==> config.mk <==
export PLATFORM = sky130hd
export DESIGN_NAME = sst_top
export DESIGN_NICKNAME = d
export VERILOG_FILES = /design/src/hdl/sst_pkg.sv /design/src/hdl/sst_top.sv
export SDC_FILE = /design/constraint.sdc
export NUM_CORES = 2
export LEC_CHECK = 0
export BUFFER_PORTS_ARGS = -buffer_cell sky130_fd_sc_hd__buf_2
export CORE_ASPECT_RATIO = 0.9
export CORE_UTILIZATION = 40
export DETAILED_ROUTE_END_ITERATION = 10
export GPL_TIMING_DRIVEN = 0
export PLACE_DENSITY_LB_ADDON = 0.12
export SLEW_MARGIN = 20
export SYNTH_ARGS = -nofsm -noshare
export SYNTH_HDL_FRONTEND = slang
export SYNTH_SLANG_ARGS = --single-unit
export TNS_END_PERCENT = 20
==> constraint.sdc <==
create_clock -name clock -period 2.8 [get_ports clock]
set_input_delay 0.42 -clock clock [delete_from_list [all_inputs] [get_ports clock]]
set_output_delay 0.42 -clock clock [all_outputs]
set_load 0.02 [all_outputs]
==> src/hdl/sst_pkg.sv <==
// Constants for the state-save tracking block: register map, fields, resets.
// Assumes a 32-bit AXI4-Lite register bus and 64 state components.
package sst_pkg;

  // ****************************************
  // Bus geometry
  // ****************************************
  localparam int SST_ADDR_W = 8;
  localparam int SST_DATA_W = 32;
  localparam int SST_NCOMP = 64;

  // ****************************************
  // Register byte offsets
  // ****************************************
  localparam logic [7:0] SST_OFS_CR0 = 8'h00;
  localparam logic [7:0] SST_OFS_MODE = 8'h04;
  localparam logic [7:0] SST_OFS_FER_LO = 8'h08;
  localparam logic [7:0] SST_OFS_FER_HI = 8'h0c;
  localparam logic [7:0] SST_OFS_MASK_LO = 8'h10;
  localparam logic [7:0] SST_OFS_MASK_HI = 8'h14;
  localparam logic [7:0] SST_OFS_ADDR_LO = 8'h18;
  localparam logic [7:0] SST_OFS_ADDR_HI = 8'h1c;
  localparam logic [7:0] SST_OFS_HSV_LO = 8'h20;
  localparam logic [7:0] SST_OFS_HSV_HI = 8'h24;
  localparam logic [7:0] SST_OFS_HCV_LO = 8'h28;
  localparam logic [7:0] SST_OFS_HCV_HI = 8'h2c;
  localparam logic [7:0] SST_OFS_CMD = 8'h30;
  localparam logic [7:0] SST_OFS_STATUS = 8'h34;
  localparam logic [7:0] SST_OFS_INUSE_LO = 8'h38;
  localparam logic [7:0] SST_OFS_INUSE_HI = 8'h3c;
  localparam logic [7:0] SST_OFS_MOD_LO = 8'h40;
  localparam logic [7:0] SST_OFS_MOD_HI = 8'h44;
  localparam logic [7:0] SST_OFS_STORED_LO = 8'h48;
  localparam logic [7:0] SST_OFS_STORED_HI = 8'h4c;
  localparam logic [7:0] SST_OFS_REC = 8'h50;

  // ****************************************
  // Field positions
  // ****************************************
  localparam int SST_TASK_SWITCHED_FLAG_BIT = 3;
  localparam int SST_MODE_CPL_LSB = 0;
  localparam int SST_MODE_GUEST_BIT = 2;
  localparam int SST_MODE_OSXE_BIT = 3;
  localparam int SST_CMD_RESTORE_BIT = 0;
  localparam int SST_CMD_SAVE_BIT = 1;
  localparam int SST_ST_UD_BIT = 0;
  localparam int SST_ST_NM_BIT = 1;
  localparam int SST_ST_GP_BIT = 2;
  localparam int SST_ST_MODOPT_BIT = 3;
  localparam int SST_ST_VCS_BIT = 4;
  localparam int SST_ST_DONE_BIT = 5;
  localparam int SST_REC_VALID_BIT = 3;
  localparam int SST_HCV_FORM_BIT = 63;
  localparam int SST_ALIGN_BITS = 6;
  localparam int SST_VEC_COMP = 1;
  localparam int SST_AVX_COMP = 2;
  localparam int SST_LAST_COMP = 62;

  // ****************************************
  // Reset values and tracking capability
  // ****************************************
  localparam logic [63:0] SST_INIT_TRACK = 64'h7fff_ffff_ffff_ffff;
  localparam logic [63:0] SST_MOD_TRACK = 64'h7fff_ffff_ffff_ffff;
  localparam logic [63:0] SST_FER_RST = 64'h0000_0000_0000_0003;
  localparam logic [1:0] SST_RESP_OKAY = 2'h0;
  localparam logic [1:0] SST_RESP_SLVERR = 2'h2;

endpackage : sst_pkg

==> src/hdl/sst_top.sv <==
// State-save tracking: in-use and modified bitmaps, restore record, optimized save.
// Assumes a synchronous AXI4-Lite master on the 125 MHz clock; comp_touch pulses
// come from execution units whenever they change a state component.
//
// How it works
// - Unrequested components keep their in-use bit on restore
// - Requested, header zero: in-use bit may clear
// - Requested, header one: in-use bit set
// - Untracked components hold in-use bit at one
// - Unrequested components marked modified on restore
// - Requested may clear modified; untracked stays one
// - Restore records privilege, guest, address, compaction
// - Standard form records zero compaction value
// - Save faults invalid opcode without OS enable
// - Save faults device unavailable when task-switched
// - Save faults general protection when misaligned
// - Requested bitmap is enable AND instruction mask
// - Save rewrites header vector, unrequested bits kept
// - Requested header bits take the in-use bit
// - Header bit one ignores vector control status
// - Save leaves compaction vector untouched
// - Components 0-1 legacy, 2-62 standard extended
// - Init optimization skips components not in use
// - Modified optimization only on matching zero record
// - Modified optimization skips unmodified components
// - Vector control stored when bit 1 or 2
// - Vector control never skipped by optimizations
//
// Design decisions made here: the AXI4-Lite interface to the registers and the register offsets.
`timescale 1ns/10ps
module sst_top
  import sst_pkg::*;
(
  input wire logic clock, // 125 MHz clock
  input wire logic rst_b, // Synchronous reset, active low
  input wire logic [63:0] comp_touch, // Per-component change pulses
  input wire logic [7:0] s_axi_awaddr, // Write address
  input wire logic s_axi_awvalid, // Write address valid
  output logic s_axi_awready, // Write address ready
  input wire logic [31:0] s_axi_wdata, // Write data
  input wire logic [3:0] s_axi_wstrb, // Write byte strobes
  input wire logic s_axi_wvalid, // Write data valid
  output logic s_axi_wready, // Write data ready
  output logic [1:0] s_axi_bresp, // Write response
  output logic s_axi_bvalid, // Write response valid
  input wire logic s_axi_bready, // Write response ready
  input wire logic [7:0] s_axi_araddr, // Read address
  input wire logic s_axi_arvalid, // Read address valid
  output logic s_axi_arready, // Read address ready
  output logic [31:0] s_axi_rdata, // Read data
  output logic [1:0] s_axi_rresp, // Read response
  output logic s_axi_rvalid, // Read data valid
  input wire logic s_axi_rready // Read data ready
);

  // ****************************************
  // Declarations
  // ****************************************
  logic awready_r;
  logic wready_r;
  logic aw_held_r;
  logic w_held_r;
  logic [7:0] awaddr_r;
  logic [31:0] wdata_r;
  logic [3:0] wstrb_r;
  logic bvalid_r;
  logic [1:0] bresp_r;
  logic arready_r;
  logic rvalid_r;
  logic [31:0] rdata_r;
  logic [1:0] rresp_r;
  logic aw_take;
  logic w_take;
  logic ar_take;
  logic wr_fire;
  logic aw_held_nxt;
  logic w_held_nxt;
  logic rvalid_nxt;
  logic wr_hit;
  logic rd_hit;
  logic [31:0] rd_word;

  logic [31:0] cr0_r;
  logic [1:0] cpl_r;
  logic guest_r;
  logic osxe_r;
  logic [63:0] fer_r;
  logic [63:0] mask_r;
  logic [63:0] area_r;
  logic [63:0] hsv_r;
  logic [63:0] hcv_r;
  logic restore_go_r;
  logic save_go_r;
  logic [5:0] status_r;
  logic [63:0] stored_r;
  logic [63:0] in_use_bitmap_r;
  logic [63:0] modified_bitmap_r;
  logic [1:0] rec_cpl_r;
  logic rec_guest_r;
  logic [63:0] rec_addr_r;
  logic [63:0] rec_comp_r;
  logic rec_valid_r;

  logic [63:0] requested_feature_bitmap;
  logic fault_ud;
  logic fault_nm;
  logic fault_gp;
  logic mod_opt;
  logic [63:0] hsv_nxt;
  logic [63:0] store_nxt;
  logic vcs_store;

  // Byte-lane merge of a 32-bit register half
  function automatic logic [31:0] sst_merge(
    input logic [31:0] old,
    input logic [31:0] data,
    input logic [3:0] strb
  );
    logic [31:0] res;
    res = old;
    for (int b = 0; b < 4; b++) begin
      if (strb[b]) begin
        res[b*8 +: 8] = data[b*8 +: 8];
      end
    end
    return res;
  endfunction : sst_merge

  // ****************************************
  // AXI4-Lite write channel
  // ****************************************
  assign aw_take = s_axi_awvalid & awready_r;
  assign w_take = s_axi_wvalid & wready_r;
  assign wr_fire = aw_held_r & w_held_r & ~bvalid_r;
  assign aw_held_nxt = (aw_held_r & ~wr_fire) | aw_take;
  assign w_held_nxt = (w_held_r & ~wr_fire) | w_take;

  always_comb begin
    case (awaddr_r)
      SST_OFS_CR0, SST_OFS_MODE, SST_OFS_FER_LO, SST_OFS_FER_HI,
      SST_OFS_MASK_LO, SST_OFS_MASK_HI, SST_OFS_ADDR_LO, SST_OFS_ADDR_HI,
      SST_OFS_HSV_LO, SST_OFS_HSV_HI, SST_OFS_HCV_LO, SST_OFS_HCV_HI,
      SST_OFS_CMD: wr_hit = 1'b1;
      default: wr_hit = 1'b0;
    endcase
  end

  always_ff @(posedge clock) begin
    if (!rst_b) begin
      aw_held_r <= 1'b0;
      w_held_r <= 1'b0;
      awready_r <= 1'b0;
      wready_r <= 1'b0;
      awaddr_r <= 8'h00;
      wdata_r <= 32'h0000_0000;
      wstrb_r <= 4'h0;
    end else begin
      aw_held_r <= aw_held_nxt;
      w_held_r <= w_held_nxt;
      awready_r <= ~aw_held_nxt;
      wready_r <= ~w_held_nxt;
      if (aw_take) begin
        awaddr_r <= {s_axi_awaddr[7:2], 2'h0};
      end
      if (w_take) begin
        wdata_r <= s_axi_wdata;
        wstrb_r <= s_axi_wstrb;
      end
    end
  end

  always_ff @(posedge clock) begin
    if (!rst_b) begin
      bvalid_r <= 1'b0;
      bresp_r <= SST_RESP_OKAY;
    end else if (wr_fire) begin
      bvalid_r <= 1'b1;
      bresp_r <= wr_hit ? SST_RESP_OKAY : SST_RESP_SLVERR;
    end else if (s_axi_bready) begin
      bvalid_r <= 1'b0;
    end
  end

  // ****************************************
  // AXI4-Lite read channel
  // ****************************************
  assign ar_take = s_axi_arvalid & arready_r;
  assign rvalid_nxt = ar_take | (rvalid_r & ~s_axi_rready);

  always_comb begin
    rd_hit = 1'b1;
    rd_word = 32'h0000_0000;
    case ({s_axi_araddr[7:2], 2'h0})
      SST_OFS_CR0: rd_word = cr0_r;
      SST_OFS_MODE: rd_word = {28'h0000000, osxe_r, guest_r, cpl_r};
      SST_OFS_FER_LO: rd_word = fer_r[31:0];
      SST_OFS_FER_HI: rd_word = fer_r[63:32];
      SST_OFS_MASK_LO: rd_word = mask_r[31:0];
      SST_OFS_MASK_HI: rd_word = mask_r[63:32];
      SST_OFS_ADDR_LO: rd_word = area_r[31:0];
      SST_OFS_ADDR_HI: rd_word = area_r[63:32];
      SST_OFS_HSV_LO: rd_word = hsv_r[31:0];
      SST_OFS_HSV_HI: rd_word = hsv_r[63:32];
      SST_OFS_HCV_LO: rd_word = hcv_r[31:0];
      SST_OFS_HCV_HI: rd_word = hcv_r[63:32];
      SST_OFS_CMD: rd_word = 32'h0000_0000;
      SST_OFS_STATUS: rd_word = {26'h0, status_r};
      SST_OFS_INUSE_LO: rd_word = in_use_bitmap_r[31:0];
      SST_OFS_INUSE_HI: rd_word = in_use_bitmap_r[63:32];
      SST_OFS_MOD_LO: rd_word = modified_bitmap_r[31:0];
      SST_OFS_MOD_HI: rd_word = modified_bitmap_r[63:32];
      SST_OFS_STORED_LO: rd_word = stored_r[31:0];
      SST_OFS_STORED_HI: rd_word = stored_r[63:32];
      SST_OFS_REC: rd_word = {28'h0000000, rec_valid_r, rec_guest_r, rec_cpl_r};
      default: rd_hit = 1'b0;
    endcase
  end

  always_ff @(posedge clock) begin
    if (!rst_b) begin
      arready_r <= 1'b0;
      rvalid_r <= 1'b0;
      rdata_r <= 32'h0000_0000;
      rresp_r <= SST_RESP_OKAY;
    end else begin
      arready_r <= ~rvalid_nxt;
      rvalid_r <= rvalid_nxt;
      if (ar_take) begin
        rdata_r <= rd_word;
        rresp_r <= rd_hit ? SST_RESP_OKAY : SST_RESP_SLVERR;
      end
    end
  end

  assign s_axi_awready = awready_r;
  assign s_axi_wready = wready_r;
  assign s_axi_bvalid = bvalid_r;
  assign s_axi_bresp = bresp_r;
  assign s_axi_arready = arready_r;
  assign s_axi_rvalid = rvalid_r;
  assign s_axi_rdata = rdata_r;
  assign s_axi_rresp = rresp_r;

  // ****************************************
  // Configuration registers
  // ****************************************
  always_ff @(posedge clock) begin
    if (!rst_b) begin
      cr0_r <= 32'h0000_0000;
      cpl_r <= 2'h0;
      guest_r <= 1'b0;
      osxe_r <= 1'b0;
      fer_r <= SST_FER_RST;
      mask_r <= 64'h0000_0000_0000_0000;
      area_r <= 64'h0000_0000_0000_0000;
      hcv_r <= 64'h0000_0000_0000_0000;
    end else if (wr_fire) begin
      case (awaddr_r)
        SST_OFS_CR0: cr0_r <= sst_merge(cr0_r, wdata_r, wstrb_r);
        SST_OFS_MODE: begin
          if (wstrb_r[0]) begin
            cpl_r <= wdata_r[SST_MODE_CPL_LSB +: 2];
            guest_r <= wdata_r[SST_MODE_GUEST_BIT];
            osxe_r <= wdata_r[SST_MODE_OSXE_BIT];
          end
        end
        SST_OFS_FER_LO: fer_r[31:0] <= sst_merge(fer_r[31:0], wdata_r, wstrb_r);
        SST_OFS_FER_HI: fer_r[63:32] <= sst_merge(fer_r[63:32], wdata_r, wstrb_r);
        SST_OFS_MASK_LO: mask_r[31:0] <= sst_merge(mask_r[31:0], wdata_r, wstrb_r);
        SST_OFS_MASK_HI: mask_r[63:32] <= sst_merge(mask_r[63:32], wdata_r, wstrb_r);
        SST_OFS_ADDR_LO: area_r[31:0] <= sst_merge(area_r[31:0], wdata_r, wstrb_r);
        SST_OFS_ADDR_HI: area_r[63:32] <= sst_merge(area_r[63:32], wdata_r, wstrb_r);
        SST_OFS_HCV_LO: hcv_r[31:0] <= sst_merge(hcv_r[31:0], wdata_r, wstrb_r);
        SST_OFS_HCV_HI: hcv_r[63:32] <= sst_merge(hcv_r[63:32], wdata_r, wstrb_r);
        default: begin
        end
      endcase
    end
  end

  // Command pulses, executed the cycle after the write lands
  always_ff @(posedge clock) begin
    if (!rst_b) begin
      restore_go_r <= 1'b0;
      save_go_r <= 1'b0;
    end else begin
      restore_go_r <= wr_fire & (awaddr_r == SST_OFS_CMD) & wstrb_r[0] &
                      wdata_r[SST_CMD_RESTORE_BIT];
      save_go_r <= wr_fire & (awaddr_r == SST_OFS_CMD) & wstrb_r[0] &
                   wdata_r[SST_CMD_SAVE_BIT] & ~wdata_r[SST_CMD_RESTORE_BIT];
    end
  end

  // ****************************************
  // Optimized save decision
  // ****************************************
  assign requested_feature_bitmap = fer_r & mask_r;
  assign fault_ud = ~osxe_r;
  assign fault_nm = ~fault_ud & cr0_r[SST_TASK_SWITCHED_FLAG_BIT];
  assign fault_gp = ~fault_ud & ~fault_nm & (area_r[SST_ALIGN_BITS-1:0] != 6'h00);
  assign mod_opt = rec_valid_r & (rec_cpl_r == cpl_r) & (rec_guest_r == guest_r) &
                   (rec_addr_r == area_r) & (rec_comp_r == 64'h0000_0000_0000_0000);

  // Header bit 1 follows in-use alone, not the vector control value
  assign hsv_nxt = (hsv_r & ~requested_feature_bitmap) |
                   (requested_feature_bitmap & in_use_bitmap_r);

  // Components 0 and 1 land in the legacy region, 2..62 in the standard extended one
  always_comb begin
    store_nxt = requested_feature_bitmap & in_use_bitmap_r;
    if (mod_opt) begin
      store_nxt = store_nxt & modified_bitmap_r;
    end
    store_nxt[SST_NCOMP-1] = 1'b0;
  end

  assign vcs_store = requested_feature_bitmap[SST_VEC_COMP] |
                     requested_feature_bitmap[SST_AVX_COMP];

  // Header state vector; compaction vector is never written here
  always_ff @(posedge clock) begin
    if (!rst_b) begin
      hsv_r <= 64'h0000_0000_0000_0000;
    end else if (save_go_r & ~fault_ud & ~fault_nm & ~fault_gp) begin
      hsv_r <= hsv_nxt;
    end else if (wr_fire & (awaddr_r == SST_OFS_HSV_LO)) begin
      hsv_r[31:0] <= sst_merge(hsv_r[31:0], wdata_r, wstrb_r);
    end else if (wr_fire & (awaddr_r == SST_OFS_HSV_HI)) begin
      hsv_r[63:32] <= sst_merge(hsv_r[63:32], wdata_r, wstrb_r);
    end
  end

  always_ff @(posedge clock) begin
    if (!rst_b) begin
      status_r <= 6'h00;
      stored_r <= 64'h0000_0000_0000_0000;
    end else if (save_go_r) begin
      status_r <= 6'h00;
      status_r[SST_ST_UD_BIT] <= fault_ud;
      status_r[SST_ST_NM_BIT] <= fault_nm;
      status_r[SST_ST_GP_BIT] <= fault_gp;
      status_r[SST_ST_DONE_BIT] <= 1'b1;
      if (fault_ud | fault_nm | fault_gp) begin
        stored_r <= 64'h0000_0000_0000_0000;
      end else begin
        stored_r <= store_nxt;
        status_r[SST_ST_MODOPT_BIT] <= mod_opt;
        status_r[SST_ST_VCS_BIT] <= vcs_store;
      end
    end else if (restore_go_r) begin
      status_r <= 6'h00;
      status_r[SST_ST_DONE_BIT] <= 1'b1;
    end
  end

  // ****************************************
  // Restore record
  // ****************************************
  always_ff @(posedge clock) begin
    if (!rst_b) begin
      rec_valid_r <= 1'b0;
      rec_cpl_r <= 2'h0;
      rec_guest_r <= 1'b0;
      rec_addr_r <= 64'h0000_0000_0000_0000;
      rec_comp_r <= 64'h0000_0000_0000_0000;
    end else if (restore_go_r) begin
      rec_valid_r <= 1'b1;
      rec_cpl_r <= cpl_r;
      rec_guest_r <= guest_r;
      rec_addr_r <= area_r;
      rec_comp_r <= hcv_r[SST_HCV_FORM_BIT] ? hcv_r : 64'h0000_0000_0000_0000;
    end
  end

  // ****************************************
  // Per-component tracking; a change pulse wins over a restore
  // ****************************************
  for (genvar i = 0; i < SST_NCOMP; i++) begin : g_track
    always_ff @(posedge clock) begin
      if (!rst_b) begin
        in_use_bitmap_r[i] <= ~SST_INIT_TRACK[i];
      end else if (!SST_INIT_TRACK[i]) begin
        in_use_bitmap_r[i] <= 1'b1;
      end else if (comp_touch[i]) begin
        in_use_bitmap_r[i] <= 1'b1;
      end else if (restore_go_r & requested_feature_bitmap[i]) begin
        in_use_bitmap_r[i] <= hsv_r[i];
      end
    end

    always_ff @(posedge clock) begin
      if (!rst_b) begin
        modified_bitmap_r[i] <= 1'b1;
      end else if (!SST_MOD_TRACK[i] | comp_touch[i]) begin
        modified_bitmap_r[i] <= 1'b1;
      end else if (restore_go_r) begin
        modified_bitmap_r[i] <= ~requested_feature_bitmap[i];
      end
    end
  end

endmodule : sst_top
# Yosys cells after proc, flatten, opt, wreduce, memory -nomap -nowiden
# Memory sizes are Yosys's and may differ from the RTL's. A register that Yosys moved wholly into a read port is not among the register bits.
# Cells that the tools add are included.
[classes]
n_mux = 149
n_bitwise = 174
n_eq_ne = 36
reduce_logical = 185
[op_table]
columns = ["operator", "n"]
rows = [
  ["$pmux W32 S20", 1],
  ["$and A64 B64 Y64", 3],
  ["$reduce_bool A2 Y1", 71],
  ["$mux W1", 130],
  ["$mux W64", 2],
  ["$mux W63", 2],
  ["$reduce_or A2 Y1", 63],
  ["$reduce_and A3 Y1", 41],
  ["$mux W32", 3],
  ["$and A1 B1 Y1", 88],
  ["$eq A6 B4 Y1 const B", 13],
  ["$not A1 Y1", 74],
  ["$eq A64 B64 Y1", 1],
  ["$logic_not A64 Y1", 1],
  ["$not A64 Y64", 1],
  ["$or A64 B64 Y64", 1],
  ["$and A63 B63 Y63", 1],
  ["$eq A6 B3 Y1 const B", 8],
  ["$mux W8", 4],
  ["$eq A6 B5 Y1 const B", 5],
  ["$eq A6 B2 Y1 const B", 4],
  ["$mux W6", 4],
  ["$reduce_or A21 Y1", 1],
  ["$eq A6 B1 Y1 const B", 2],
  ["10 further kinds", 20],
]
[totals]
output_inout_bits = 41
rom_bits = 64
regBits = 771
memories = 1
[memory_table]
columns = ["name", "depth", "word_bits", "read_ports", "rd_ports_with_merged_regs", "wr", "line_no", "text"]
rows = [
  ["(name not given)", 64, 1, 1, 1, 0, "sst_top.sv:139", "case (awaddr_r)"],
]

# Logic depth before layout (Yosys ltp)
[logic_depth]
word_depth = 8
depth_mapped = 10
mapped_depth_nobuf = 6

# Worst setup path before layout
# OpenSTA, ideal clock, no wires.
[synth_timing]
path_type = "input-to-reg"
start = "in s_axi_araddr[4]"
end = "reg rdata_r[20], in the netlist s_axi_rdata[20]"
setup_ps = 79
required_ps = 2721
arrival_time_ps = 2194
path_buffers = 3
setup_slack_ps = 528
stages = 8
cell_sequence = "clkbuf_1 > or4b_2 > clkbuf_1 > nor2_2 > buf_2 > a22oi_1 > a41o_1 > o211ai_1"
[synth_via]
elab_chain_len = 2
elab_cells_between_ends = 21
classes_between = "eq/ne: 19; mux: 1; reduce/logical: 1"
[synth_lines]
columns = ["item", "line_no", "text"]
rows = [
  ["start: declaration", "sst_top.sv:47", "input wire logic [7:0] s_axi_araddr,"],
  ["$eq A6 B5 Y1 (tied with other cells)", "sst_top.sv:193", "case ({s_axi_araddr[7:2], 2'h0})"],
  ["$pmux W32 S20 *", "sst_top.sv:193", ""],
  ["end signal: assignment", "sst_top.sv:229", "rdata_r <= rd_word;"],
  ["end: declaration", "sst_top.sv:70", "logic [31:0] rdata_r;"],
]
# Every way passes the cells marked *; elsewhere a longest branch is shown, timed or not.
# A chain may end at the register's enable or synchronous reset.

# Worst setup path after layout
[layout_timing]
start = "in s_axi_araddr[4]"
end = "reg rdata_r[14], in the netlist s_axi_rdata[14]"
# The elaborated chain is that of the path after synthesis.

==> summary.txt <==
Placement
  – DP HPWL: 155 mm
  – Setup WS pre-CTS: -1320 ps
  – Routability cong.: 1.04
  – PortBufs: 153

Finish
  – Commonest non-fill, non-tap cell in the layout: dfxtp_1
  – Commonest non-fill, non-tap cells in the layout: dfxtp_1, a21oi_1, nand3_1
  – Fillers: 8638
  – Layout cell share with drive strength beyond 1: 12.5%
  – Final-stage net count: 4760
  – Area Growth Syn to Fin: 19.7%

Setup path
  – Crit. Startpoint: s_axi_araddr[4]
  – Critical path class: in -> reg
  – Crit path max fanout: 12
  – Worst reg2reg path endpoint: fer_r[21]
  – Critical Path Sink Type: flip-flop
  – Setup slack, reg-to-reg: -160 ps
  – Worst Path Arrival: 3650 ps
  – Reg2reg path depth: 7
  – Worst path required time: 3410 ps
  – Setup crit start kind: input pin
  – Worst setup endpoint: s_axi_rdata[14]
  – Reg2reg start: awaddr_r[6]

Pwr
  – Pleak: 14.8 nW
  – VDD IR-drop max: 0.000453 V
  – Power per cell area: 606 nW/um2

Route
  – Vias: 38800
  – WL per Instance: 36.9 um
  – Starting DRT DRC Count: 6699
  – First-pass DRT Iterations: 9
  – Routed wire length: 217 mm
  – DRC violations left: 0
  – DR vias/cell: 6.60
  – Post-DRT Antenna Nets: 0

Die
  – Die Ht: 282 um
  – I/O Pins: 164
  – Die span in x: 313 um
  – # rows: 102
  – Area of the core: 86100 um2
  – Die area: 88300 um2
  – Initial core utilization: 40.4%

Timing
  – Hold Fails Final Rpt: 1
  – Tcrit/Tclk final: 108%
  – Unrepaired setup endpoints after global routing: true
  – Post-route minimum period: 3030 ps
  – Slew @ Worst Pin: 1350 ps
  – Pins Over Slew Limit: 0
  – Hold Slack: -1.45 ps
  – Setup ws final: -232 ps
  – Clock skew: 34.0 ps
  – Setup Viol. Count Final: 104
  – Max Clk Rate: 330 MHz
  – Relative slew slack: 9.75%

CTS
  – CTS Buf Count: 88
  – Clock sink total: 769
  – CTS tree: done
  – Max clock buf depth: 3
  – Clock Latency Late Sink: 690 ps
  – CTS root buf: clkbuf_16
  – Worst-path clk slew: 60 ps
  – Htree depth: 3

Global route
  – Vias in the first global route: 34500
  – First-pass GRT wire length: 289 mm
  – Gr usage total: 47.8%
  – Antenna violations before repair: 26
  – Grt ovf: 0
  – Largest net degree at the start of global routing: 14

Synth
  – Post-synth EDFFs: 0
  – Mux contribution to synthesized area: 6.72%
  – Gate Count Post-Synth: 4296
  – Main flop type after synthesis: dfxtp_1
  – Synth Area in Adders: 0%
  – Synth async-reset ratio: 0%
  – Largest family of logic cells by synthesized area: simple AND/OR/NAND/NOR gates
  – Synth unique cells: 67
  – Synth Cell Area: 34800 um2
  – Synth Area in XOR/XNOR: 1.46%
  – Sequential fraction of the synthesis area: 44.2%
  – Synth warn: 0
  – Mean post-synth cell area: 8.11 um2
  – Synth Area in Compound Gates: 19.7%
  – Simple-gate share of the synthesized area: 23.2%
  – Synth Register Bits: 769

Run
  – Max-Cap Viols: 0

Outcome
  – Outcome: complete, but fails checks
  – Failing checks: hold timing, setup timing

Worst hold path
  – Hold crit path type: in -> reg
## per-layer routing
layer | share of wire, % | wire length, um | track usage [%]
met1 | 38 | 83300 | 61.3
met2 | 39 | 83600 | 64.6
met3 | 14 | 31000 | 18.4
met4 | 8.7 | 19000 | 35.3
met5 | 0.078 | 170 | 0
## worst min path at each step
stage                    start               endpoint  depth (start not counted)
2_1_floorplan        flip-flop         s_axi_bresp[1]                          1
3_3_place_gp         flip-flop         s_axi_bresp[1]                          1
3_5_place_dp         flip-flop         s_axi_bresp[1]                          1
4_1_cts        s_axi_wdata[13]            wdata_r[13]                          3
5_1_grt         s_axi_wdata[1]             wdata_r[1]                          3
6_report        comp_touch[32]  modified_bitmap_r[32]                          2
## flip-flops by register name (all words and copies together) (netlist names), 2 cells and up, named ones only
| name | count |
|---|---|
| cr0_r | 32 |
| modified_bitmap_r | 63 |
| wdata_r | 32 |
| awaddr_r | 6 |
| area_r | 64 |
| fer_r | 64 |
| wstrb_r | 4 |
| cpl_r | 2 |
| rec_comp_r | 64 |
| hcv_r | 64 |
| s_axi_rdata | 32 |
| rec_addr_r | 64 |
| in_use_bitmap_r | 63 |
| rec_cpl_r | 2 |
| status_r | 6 |
| stored_r | 63 |
| mask_r | 64 |
## logic make-up after synthesis
kind of cell	after synthesis
mux	214
buf+inv	414
compound gates	1162
flops	769
other cells	1
xor+xnor	58
simple gates	1678
## critical path: stages
cell	delay (ps)
clkbuf_1	280
or4b_2	680
clkbuf_1	300
nor2_4	820
buf_4	480
a21oi_1	210
a31oi_1	310
a21o_1	120
## cell usage after synthesis, drive strengths merged (3+ instances only)
master	n	area (um2)
nand2	478	1790
and2b	6	45.0
mux4	13	293
a21o	3	22.5
a21boi	58	435
nand3b	66	495
o211ai	6	45.0
nor4	25	171
dfxtp	769	15400
nand4	27	169
a211o	4	35.0
a2111oi	8	70.1
mux2	28	315
nand3	489	2450
nor2	307	1170
a31oi	4	25.0
a221oi	26	228
o2bb2ai	5	43.8
mux2i	173	1730
and4	4	35.0
nand2b	63	394
or4b	5	50.1
clkbuf	288	1080
xnor2	40	350
a41oi	4	35.0
a211oi	59	443
buf	50	274
or4	4	33.8
nor2b	146	913
a22oi	110	826
a32oi	14	123
inv	76	285
a22o	12	105
a222oi	18	180
o21ai	171	856
a21oi	633	3180
and2	17	106
a2bb2oi	4	35.0
xor2	18	158
and3	5	31.3
nor3	28	150
o22ai	12	75.1
## what timing repair did
| action | 4_1_cts | 5_1_grt |
|---|---|---|
| endpoints found under the hold margin | 114 | 0 |
| gates cloned | 0 | 0 |
| resized for setup | 89 | 66 |
| endpoints found under the setup margin | 606 | 373 |
| setup buffers | 9 | 4 |
| pin swaps | 7 | 2 |
| hold buffers | 72 | 0 |
## final cells by class
class	count	area [um2]	area share (%)
Antenna cell	24	60.1	0.144
Buffer	333	1510	3.63
Clock buffer	129	2650	6.35
Clock inverter	30	333	0.798
Inverter	76	285	0.684
Multi-Input combinational cell	3114	18100	43.5
Sequential cell	769	15400	37.0
Tap cell	1144	1430	3.43
Timing Repair Buffer	255	1860	4.47
## power breakdown
group | total (W) | switching (W) | internal (W)
logic | 0.00178 | 0.00134 | 0.000438
registers | 0.0112 | 0.000114 | 0.0110
clock network | 0.0123 | 0.00522 | 0.00710
## metrics by stage
stage          utilization, %  cells  cell area (um2)  total power [W]  TNS [ps]
3_5_place_dp             43.5   5611            37500           0.0129   -222160
2_1_floorplan               -   4297            34800           0.0120         0
4_1_cts                  48.1   5846            41400           0.0250     -3080
6_report                 48.4   5874            41700           0.0253     -7720
3_3_place_gp             43.0   5594            37000           0.0129   -472360
5_1_grt                  48.3   5852            41600           0.0256     -2210
(Power assumes the default switching activity.)
